File: src/ofgt_pkg.sv
// Package for the core offset and fine-gain trim register bank.
// Assumes an APB slave with 32-bit data and a 12-bit byte address.
package ofgt_pkg;

    // ************************************************************
    // Register indices, byte address is four times the index
    // ************************************************************
    localparam logic [9:0] IDX_CORE2_INPUT_A_OFFSET_TRIM    = 10'h334;
    localparam logic [9:0] IDX_CORE2_INPUT_B_OFFSET_TRIM    = 10'h336;
    localparam logic [9:0] IDX_CORE3_INPUT_C_OFFSET_TRIM    = 10'h338;
    localparam logic [9:0] IDX_CORE3_INPUT_D_OFFSET_TRIM    = 10'h33A;
    localparam logic [9:0] IDX_CORE4_OFFSET_TRIM            = 10'h33C;
    localparam logic [9:0] IDX_CORE5_OFFSET_TRIM            = 10'h33E;
    localparam logic [9:0] IDX_CORE0_FINE_GAIN_TRIM         = 10'h360;
    localparam logic [9:0] IDX_CORE1_FINE_GAIN_TRIM         = 10'h361;
    localparam logic [9:0] IDX_CORE2_INPUT_A_FINE_GAIN_TRIM = 10'h362;
    localparam logic [9:0] IDX_CORE2_INPUT_B_FINE_GAIN_TRIM = 10'h363;

    // ************************************************************
    // Storage slots
    // ************************************************************
    localparam int          NUM_TRIM   = 10;
    localparam int          NUM_OFFSET = 6;
    localparam logic [3:0]  SLOT_C2A   = 4'h0;
    localparam logic [3:0]  SLOT_C2B   = 4'h1;
    localparam logic [3:0]  SLOT_C3C   = 4'h2;
    localparam logic [3:0]  SLOT_C3D   = 4'h3;
    localparam logic [3:0]  SLOT_C4    = 4'h4;
    localparam logic [3:0]  SLOT_C5    = 4'h5;
    localparam logic [3:0]  SLOT_G0    = 4'h6;
    localparam logic [3:0]  SLOT_G1    = 4'h7;
    localparam logic [3:0]  SLOT_G2A   = 4'h8;
    localparam logic [3:0]  SLOT_G2B   = 4'h9;
    localparam logic [3:0]  SLOT_LAST  = 4'h9;

    localparam logic [9:0] TRIM_INDEX [0:9] = '{
        IDX_CORE2_INPUT_A_OFFSET_TRIM, IDX_CORE2_INPUT_B_OFFSET_TRIM,
        IDX_CORE3_INPUT_C_OFFSET_TRIM, IDX_CORE3_INPUT_D_OFFSET_TRIM,
        IDX_CORE4_OFFSET_TRIM,         IDX_CORE5_OFFSET_TRIM,
        IDX_CORE0_FINE_GAIN_TRIM,      IDX_CORE1_FINE_GAIN_TRIM,
        IDX_CORE2_INPUT_A_FINE_GAIN_TRIM, IDX_CORE2_INPUT_B_FINE_GAIN_TRIM};

    // ************************************************************
    // Field layouts and reset values
    // ************************************************************
    localparam int          OFFSET_MSB     = 11;
    localparam int          GAIN_MSB       = 4;
    localparam logic [15:0] OFFSET_REG_MASK = 16'hFFFF;
    localparam logic [15:0] GAIN_REG_MASK   = 16'h00FF;
    localparam logic [15:0] TRIM_RESET      = 16'h0000;

    // Fuse storage contents, values arbitrary
    localparam logic [15:0] FUSE_DEFAULT [0:9] = '{
        16'h0800, 16'h0800, 16'h0800, 16'h0800, 16'h0800,
        16'h0800, 16'h0010, 16'h0010, 16'h0010, 16'h0010};

    // Worst-case cycles for the fuse copy after reset
    localparam int          FUSE_LOAD_MAX = 24;

    // Fuse copy sequencer
    typedef enum logic [2:0] {
        OFGT_FETCH = 3'b001,
        OFGT_STORE = 3'b010,
        OFGT_READY = 3'b100
    } ofgt_state_t;

endpackage

File: src/ofgt_trim_regs.sv
// Offset and fine-gain trim register bank with APB slave and trim outputs.
// Assumes input selects and the calibration flag come from another domain.
`timescale 1ns/100ps
module ofgt_trim_regs (
    // Clock and reset
    input  wire logic        pclk,
    input  wire logic        presetn,
    // APB slave
    input  wire logic        psel,
    input  wire logic        penable,
    input  wire logic        pwrite,
    input  wire logic [11:0] paddr,
    input  wire logic [31:0] pwdata,
    input  wire logic [3:0]  pstrb,
    output logic      [31:0] prdata,
    output logic             pready,
    output logic             pslverr,
    // Converter status, asynchronous
    input  wire logic        core2_sel_b,
    input  wire logic        core3_sel_d,
    input  wire logic        offset_cal_active,
    // Trim values in effect
    output logic      [11:0] core2_offset,
    output logic      [11:0] core3_offset,
    output logic      [11:0] core4_offset,
    output logic      [11:0] core5_offset,
    output logic      [4:0]  core0_gain,
    output logic      [4:0]  core1_gain,
    output logic      [4:0]  core2_gain,
    output logic             trims_loaded
);
    import ofgt_pkg::*;

    // ************************************************************
    // Declarations
    // ************************************************************
    ofgt_state_t        state;
    logic [3:0]         load_slot;
    logic [15:0]        fuse_data;
    logic [15:0]        trim [0:NUM_TRIM-1];
    logic [2:0]         sync_q1;
    logic [2:0]         sync_q2;
    logic               sel_b;
    logic               sel_d;
    logic               cal_busy;
    logic               access;
    logic               hit;
    logic [3:0]         slot;
    logic               is_offset;
    logic               refuse;
    logic               do_write;
    logic [15:0]        wr_mask;
    logic [15:0]        wr_value;

    // ************************************************************
    // Input synchronisers
    // ************************************************************
    // Two flops for each asynchronous level
    always_ff @(posedge pclk or negedge presetn) begin
        if (!presetn) begin
            sync_q1 <= 3'h0;
            sync_q2 <= 3'h0;
        end else begin
            sync_q1 <= {offset_cal_active, core3_sel_d, core2_sel_b};
            sync_q2 <= sync_q1;
        end
    end

    assign sel_b    = sync_q2[0];
    assign sel_d    = sync_q2[1];
    assign cal_busy = sync_q2[2];

    // ************************************************************
    // Fuse default copy
    // ************************************************************
    ofgt_fuse_rom u_fuse (
        .pclk    (pclk),
        .presetn (presetn),
        .rd_slot (load_slot),
        .rd_data (fuse_data)
    );

    // Step through every slot once after reset
    always_ff @(posedge pclk or negedge presetn) begin
        if (!presetn) begin
            state     <= OFGT_FETCH;
            load_slot <= SLOT_C2A;
        end else begin
            case (state)
                OFGT_FETCH: begin
                    state <= OFGT_STORE;
                end
                OFGT_STORE: begin
                    if (load_slot == SLOT_LAST) begin
                        state <= OFGT_READY;
                    end else begin
                        state     <= OFGT_FETCH;
                        load_slot <= load_slot + 4'h1;
                    end
                end
                OFGT_READY: begin
                    state <= OFGT_READY;
                end
                default: begin
                    state     <= OFGT_FETCH;
                    load_slot <= SLOT_C2A;
                end
            endcase
        end
    end

    // ************************************************************
    // Address decode
    // ************************************************************
    // Map the word index onto a storage slot
    always_comb begin
        hit  = 1'b0;
        slot = SLOT_C2A;
        for (int i = 0; i < NUM_TRIM; i++) begin
            if (paddr[11:2] == TRIM_INDEX[i] && paddr[1:0] == 2'h0) begin
                hit  = 1'b1;
                slot = 4'(i);
            end
        end
    end

    assign access    = psel && penable;
    assign is_offset = slot <= SLOT_C5;
    assign refuse    = hit && is_offset && cal_busy;
    assign do_write  = access && pready && pwrite && hit && !pslverr;
    assign wr_mask   = {{8{pstrb[1]}}, {8{pstrb[0]}}} & (is_offset ? OFFSET_REG_MASK : GAIN_REG_MASK);
    assign wr_value  = (trim[slot] & ~wr_mask) | (pwdata[15:0] & wr_mask);

    // ************************************************************
    // APB answer, one wait state, held off during fuse copy
    // ************************************************************
    // Registered answer, one edge after the access phase starts
    always_ff @(posedge pclk or negedge presetn) begin
        if (!presetn) begin
            pready  <= 1'b0;
            pslverr <= 1'b0;
            prdata  <= 32'h0000_0000;
        end else if (access && !pready && state == OFGT_READY) begin
            pready  <= 1'b1;
            pslverr <= !hit || refuse;
            prdata  <= (hit && !refuse && !pwrite) ? {16'h0000, trim[slot]} : 32'h0000_0000;
        end else begin
            pready  <= 1'b0;
            pslverr <= 1'b0;
            prdata  <= 32'h0000_0000;
        end
    end

    // ************************************************************
    // Trim storage
    // ************************************************************
    // Fuse copy first, then software writes
    always_ff @(posedge pclk or negedge presetn) begin
        if (!presetn) begin
            for (int i = 0; i < NUM_TRIM; i++) begin
                trim[i] <= TRIM_RESET;
            end
        end else if (state == OFGT_STORE) begin
            trim[load_slot] <= fuse_data;
        end else if (do_write) begin
            trim[slot] <= wr_value;
        end
    end

    // ************************************************************
    // Trim outputs
    // ************************************************************
    // Pick the pair of the selected input, fields only
    always_ff @(posedge pclk or negedge presetn) begin
        if (!presetn) begin
            core2_offset <= 12'h000;
            core3_offset <= 12'h000;
            core4_offset <= 12'h000;
            core5_offset <= 12'h000;
            core0_gain   <= 5'h00;
            core1_gain   <= 5'h00;
            core2_gain   <= 5'h00;
            trims_loaded <= 1'b0;
        end else begin
            core2_offset <= sel_b ? trim[SLOT_C2B][OFFSET_MSB:0] : trim[SLOT_C2A][OFFSET_MSB:0];
            core3_offset <= sel_d ? trim[SLOT_C3D][OFFSET_MSB:0] : trim[SLOT_C3C][OFFSET_MSB:0];
            core4_offset <= trim[SLOT_C4][OFFSET_MSB:0];
            core5_offset <= trim[SLOT_C5][OFFSET_MSB:0];
            core0_gain   <= trim[SLOT_G0][GAIN_MSB:0];
            core1_gain   <= trim[SLOT_G1][GAIN_MSB:0];
            core2_gain   <= sel_b ? trim[SLOT_G2B][GAIN_MSB:0] : trim[SLOT_G2A][GAIN_MSB:0];
            trims_loaded <= state == OFGT_READY;
        end
    end

    // ************************************************************
    // Assertions
    // ************************************************************
    // Bound on the fuse copy, in cycles
    localparam int LOAD_BOUND = FUSE_LOAD_MAX;

    // Bus held off until the copy is done
    a_load_holds_ready: assert property (@(posedge pclk) disable iff (!presetn)
        state != OFGT_READY |-> !pready)
        else $error("pready seen during fuse copy");

    a_load_time_bound: assert property (@(posedge pclk) disable iff (!presetn)
        state == OFGT_FETCH && load_slot == SLOT_C2A |-> ##[1:LOAD_BOUND] state == OFGT_READY)
        else $error("fuse copy too long");

    a_core2_pair_b: assert property (@(posedge pclk) disable iff (!presetn)
        sel_b |=> core2_offset == $past(trim[SLOT_C2B][11:0]) && core2_gain == $past(trim[SLOT_G2B][4:0]))
        else $error("core two input B pair not applied");

    a_core3_pair_c: assert property (@(posedge pclk) disable iff (!presetn)
        !sel_d |=> core3_offset == $past(trim[SLOT_C3C][11:0]))
        else $error("core three input C offset not applied");

    a_core2_gain_a: assert property (@(posedge pclk) disable iff (!presetn)
        !sel_b |=> core2_gain == $past(trim[SLOT_G2A][4:0]))
        else $error("core two input A gain not applied");

    a_sel_switch_pair: assert property (@(posedge pclk) disable iff (!presetn)
        $rose(core2_sel_b) |-> ##3 core2_offset == $past(trim[SLOT_C2B][11:0]))
        else $error("select change not followed");

    a_write_applies: assert property (@(posedge pclk) disable iff (!presetn)
        do_write && slot == SLOT_C4 && pstrb[1:0] == 2'h3 |-> ##2 core4_offset == $past(pwdata[11:0], 2))
        else $error("written trim not in effect");

    a_read_returns: assert property (@(posedge pclk) disable iff (!presetn)
        access && !pready && !pwrite && hit && !refuse && state == OFGT_READY
        |=> pready && !pslverr && prdata[15:0] == $past(trim[slot]))
        else $error("read data wrong");

    a_gain_fields: assert property (@(posedge pclk) disable iff (!presetn)
        1'b1 |=> core0_gain == $past(trim[SLOT_G0][4:0]) && core1_gain == $past(trim[SLOT_G1][4:0]))
        else $error("gain field not applied");

    a_cal_refused: assert property (@(posedge pclk) disable iff (!presetn)
        access && !pready && refuse && state == OFGT_READY |=> pready && pslverr && prdata == 32'h0)
        else $error("offset access during calibration not refused");

    a_unmapped_error: assert property (@(posedge pclk) disable iff (!presetn)
        access && !pready && !hit && state == OFGT_READY |=> pready && pslverr)
        else $error("unmapped address not flagged");

    a_misaligned_error: assert property (@(posedge pclk) disable iff (!presetn)
        access && !pready && paddr[1:0] != 2'h0 && state == OFGT_READY |=> pready && pslverr)
        else $error("misaligned address not flagged");

    a_gain_never_refused: assert property (@(posedge pclk) disable iff (!presetn)
        access && !pready && hit && !is_offset && state == OFGT_READY |=> pready && !pslverr)
        else $error("gain access refused");

    // Remaining pairs and single offsets follow storage
    a_core2_pair_a: assert property (@(posedge pclk) disable iff (!presetn)
        !sel_b |=> core2_offset == $past(trim[SLOT_C2A][11:0]))
        else $error("core two input A offset not applied");

    a_core3_pair_d: assert property (@(posedge pclk) disable iff (!presetn)
        sel_d |=> core3_offset == $past(trim[SLOT_C3D][11:0]))
        else $error("core three input D offset not applied");

    a_single_offsets: assert property (@(posedge pclk) disable iff (!presetn)
        1'b1 |=> core4_offset == $past(trim[SLOT_C4][11:0]) && core5_offset == $past(trim[SLOT_C5][11:0]))
        else $error("core four or five offset not applied");

    a_sel_switch_d: assert property (@(posedge pclk) disable iff (!presetn)
        $rose(core3_sel_d) |-> ##3 core3_offset == $past(trim[SLOT_C3D][11:0]))
        else $error("core three select change not followed");

    // Fuse copy and bus answer shape
    a_fuse_copy_store: assert property (@(posedge pclk) disable iff (!presetn)
        state == OFGT_STORE && load_slot == SLOT_C4 |=> trim[SLOT_C4] == $past(fuse_data))
        else $error("fuse default not stored");

    a_answer_single: assert property (@(posedge pclk) disable iff (!presetn)
        pready |=> !pready)
        else $error("answer longer than one cycle");

    a_read_upper_zero: assert property (@(posedge pclk) disable iff (!presetn)
        pready |-> prdata[31:16] == 16'h0000)
        else $error("read data upper half not zero");

    a_refused_no_store: assert property (@(posedge pclk) disable iff (!presetn)
        access && pready && pslverr && slot == SLOT_C4 |=> trim[SLOT_C4] == $past(trim[SLOT_C4]))
        else $error("refused write changed storage");

    c_load_done: cover property (@(posedge pclk) disable iff (!presetn) $rose(trims_loaded));
    c_write_done: cover property (@(posedge pclk) disable iff (!presetn) do_write);
    c_read_done: cover property (@(posedge pclk) disable iff (!presetn) pready && !pwrite && !pslverr);
    c_sel_switch: cover property (@(posedge pclk) disable iff (!presetn) $rose(sel_b) ##2 $fell(sel_b));
    c_refused: cover property (@(posedge pclk) disable iff (!presetn) pready && pslverr && hit);
endmodule

File: src/ofgt_fuse_rom.sv
// Fuse storage holding the power-up trim defaults.
// Assumes one clock; read data appear one edge after the address.
`timescale 1ns/100ps
module ofgt_fuse_rom (
    // Clock and reset
    input  wire logic        pclk,
    input  wire logic        presetn,
    // Read port
    input  wire logic [3:0]  rd_slot,
    output logic      [15:0] rd_data
);
    import ofgt_pkg::*;

    // ************************************************************
    // Registered lookup
    // ************************************************************
    always_ff @(posedge pclk or negedge presetn) begin
        if (!presetn) begin
            rd_data <= TRIM_RESET;
        end else if (rd_slot <= SLOT_LAST) begin
            rd_data <= FUSE_DEFAULT[rd_slot];
        end else begin
            rd_data <= TRIM_RESET;
        end
    end
endmodule

File: config.mk
export PLATFORM = sky130hd
export DESIGN_NAME = ofgt_trim_regs
export DESIGN_NICKNAME = d
export VERILOG_FILES = /design/src/ofgt_pkg.sv /design/src/ofgt_trim_regs.sv /design/src/ofgt_fuse_rom.sv
export SDC_FILE = /design/constraint.sdc
export NUM_CORES = 1
export LEC_CHECK = 0
export ABC_AREA = 1
export BUFFER_PORTS_ARGS = -buffer_cell sky130_fd_sc_hd__buf_2
export CAP_MARGIN = 10
export CORE_MARGIN = 1.5
export CORE_UTILIZATION = 63
export DETAILED_ROUTE_END_ITERATION = 7
export PLACE_DENSITY = 0.86
export SLEW_MARGIN = 25
export SYNTH_ARGS = -nofsm -noshare
export SYNTH_HDL_FRONTEND = slang
export SYNTH_SLANG_ARGS = --single-unit
export TNS_END_PERCENT = 20
File: constraint.sdc
create_clock -name pclk -period 3 [get_ports pclk]
set_input_delay 0.6 -clock pclk [delete_from_list [all_inputs] [get_ports pclk]]
set_output_delay 0.6 -clock pclk [all_outputs]
set_load 0.005 [all_outputs]
==> metrics.md <==
| Metric | Value |
|---|---|
| Number of cells produced by synthesis | between 1500 and 2000 |
| CTS tree | yes |
| Worst R2R End | trim[73]$_DFFE_PN0P_ |
| Initial core utilization | 0.649 |
| Yosys top cell by area | dfrtp_1 |
| Layout area overhead | 14.5% |
| Setup Buffers After CTS | 0 |
| Hold Path Class | in2async |
| TritonRoute pass-1 iters | 6 |
| Share of cells above drive strength 1 | 0.180 |
| CP arrival | around 3 ns |
| Die area | just over 20000 um^2 |
| Unrepaired setup endpoints after global routing | no |
| Crit Reg-Reg Startpoint | state[0]$_DFF_PN1_ |
| Syn Area/Cell | around 8 um^2 |
| Synth area leaders | dfrtp_1 (52%), nand2_1 (16%), nand3_1 (9.2%) |
| Crit-path slowest cell | a21oi_2 |
| Placement row count | 50 |
| Max-cap viol count | 0 |
| Final hold vios | 0 |
| First-pass GRT wire length | between 50 and 60 mm |
| Post-Syn Area | between 10000 and 15000 um^2 |
| Slew headroom | 0.310 |
| Overall routing resource usage | 0.358 |
| Most used DFF post-synth | dfrtp_1 |
| ANT nets after route | 0 |
| Clk_lat worst skew | between 0.5 and 0.6 ns |
| Reg2reg setup slack | between 0.4 and 0.5 ns |
| Final setup viols | 0 |
| Crit path capture type | flop |
| Clock transition at path regs | ~0.070 ns |
| Post-cts resize count | 0 |
| HPWL after DPL | 24.1 mm |
| WS Path Type | reg2reg |
| Critical path's top delay family | simple AND/OR/NAND/NOR gates |
| Worst path max stage delay | 0.75 ns |
| Met2 Use GR | 0.552 |
| Nets | 1701 |
| R2r worst-path depth | 7 |
| Met1 Track Usage GR | 0.504 |
| CP endpoint | trim[73]$_DFFE_PN0P_ |
| Ant diodes | 0 |
| Number of port buffers | ~120 |
| Total stage count of the critical path | 7 |
| Dpl ws | 0.0916 ns |
| Routed len/inst | about 18 um |
| Num CTS Buffers | 26 |
| Largest net degree at the start of global routing | slightly below 80 |
| Initial antenna violation count | 0 |
| Ys Warns | 0 |
| Chip height | 143 um |
| Post-route clock period utilization | 0.838 |
| CP Launch Point | state[0]$_DFF_PN1_ |
| Vias in the first global route | 10682 |
| Status | completed |
| Post-synthesis sequential area ratio | 0.523 |
| Sequence of cells on the critical path | nor3_2, nor2_1, inv_2, nor3_4, a21oi_2, nand2_1, nand2_1 |
| Yosys reg bits | roughly 260 |
| Via count | ~11000 |
| Util after Layout | 0.743 |
| Most used routing layer | met2 |
| Post-route setup slack | around 0.5 ns |
| CTS Hold Bufs | 0 |
| Post-synth EDFFs | 0 |
| DR DRC count | 0 |
| Most frequent cells after synthesis | nand2_1 (518), dfrtp_1 (256), nand3_1 (225) |
| Top cell type's share of synthesized area | 0.521 |
| Clk_skew | 0.0154 ns |
| Fmax achieved | approximately 400 MHz |
| GP Congestion | 1.00 |
| Count of cell types in the netlist | 39 |
| GRT overflow | 0 |
| Cell with the most instances after synthesis | nand2_1 |
| Pleak | ~0.0075 uW |
| Post-Layout Cell Count | 1919 |
| Core area | about 19000 um^2 |
| Pwr Density | 509 nW/um^2 |
| Cell repeated most along the worst path | nand2_1 |
| DP Area | roughly 13000 um^2 |
| Tmin final | approximately 2.5 ns |
| WL final | between 30 and 40 mm |
| Max FO, Critical Path | 16 |
| Via/cell ratio | 5.80 |
| Count of pins over their slew limit | 0 |
| Worst setup SP type | flop |
| Maximum VDD drop | 484 uV |
| Worst-margin pin slew | approximately 1.0 ns |
| CP bufs+invs | 1 |
| I/O Pins | 154 |
| Maximum clock path buffer count | 3 |
| Fin Setup TNS | 0 ns |
| CTS Sinks | around 260 |
| CTS HTree Levels | 1 |
| Chip width | 143 um |
| Root buffer cell | clkbuf_16 |
| Asr flop ratio synth | 1.00 |
| Initial drt markers | between 1500 and 2000 |
| Met3 Usage GRT | 0.0691 |
| Required @ worst endpoint | about 3.5 ns |
| Finished Cell Area | ~14000 um^2 |
| Post-Place Cells | between 1500 and 2000 |
where the power goes:
| part | internal, uW | leakage (uW) | switching [uW] |
|---|---|---|---|
| Clock | 2040 | 0.000451 | 1360 |
| Combinational | 64.8 | 0.00356 | 208 |
| Sequential | 3480 | 0.00345 | 13.1 |
state kept, by name, summed over array words and instances, names as in the netlist:
signal,cells
core5_offset,12
core1_gain,5
pslverr,1
core3_offset,12
u_fuse.rd_data,2
core2_gain,5
trims_loaded,1
prdata,16
state,3
core4_offset,12
trim,160
load_slot,4
core2_offset,12
core0_gain,5
sync_q1,3
pready,1
sync_q2,3
routing by layer:
layer | share of wire | wire (um)
met3 | 0.11 | 3960
met2 | 0.45 | 15800
met5 | 0 | 0
met4 | 0.040 | 1430
met1 | 0.40 | 14200
cell type report:
type                            instances  area (um^2)
Clock buffer                           34          762
Clock inverter                         13          153
Fill cell                            1424         4860
Inverter                              141          529
Multi-Input combinational cell       1052         4900
Sequential cell                       257         6430
Tap cell                              260          325
Timing Repair Buffer                  162          991
cell usage in the layout (no fill, tap or decap), types with 5 or more instances in the layout:
cell / n
nor2_2: 5
clkbuf_16: 27
a21oi_1: 24
clkbuf_8: 6
buf_2: 118
ha_1: 5
nand3_1: 225
o21ai_1: 23
nor3_1: 7
buf_12: 5
nor2_1: 71
inv_2: 12
inv_1: 128
conb_1: 16
buf_4: 38
nand3_2: 15
dfrtp_1: 256
o21ai_0: 60
nand2_4: 8
nand4_1: 15
clkinv_2: 6
nand2_1: 518
or2_2: 16
nand2_2: 17
through the flow:
stage,power (uW),hold WS (ns)
finish,7170,0.0256
global route,7340,0.0765
CTS,7180,0.0519
detailed placement,3820,0.343
global placement,3820,0.334
floorplan,3680,0.304
cell families after synthesis:
family	Yosys count	share of synthesized area
simple gates	912	0.336
flops	257	0.523
buf+inv	228	0.0837
compound gates	118	0.0508
fa+ha+maj	5	0.00508
mux	1	0.000915
other cells	1	0.000305
worst min-delay path by stage:
| stage | end | slack [ns] | depth (start not counted) |
|---|---|---|---|
| floorplan | core0_gain[0]$_DFF_PN0_ | 0.30 | 0 |
| global placement | sync_q2[2]$_DFF_PN0_ | 0.33 | 0 |
| detailed placement | sync_q2[0]$_DFF_PN0_ | 0.34 | 0 |
| CTS | trim[112]$_DFFE_PN0P_ | 0.05 | 1 |
| global route | core0_gain[0]$_DFF_PN0_ | 0.08 | 1 |
| finish | trim[64]$_DFFE_PN0P_ | 0.03 | 1 |
Power figures use the tool's default switching activity.
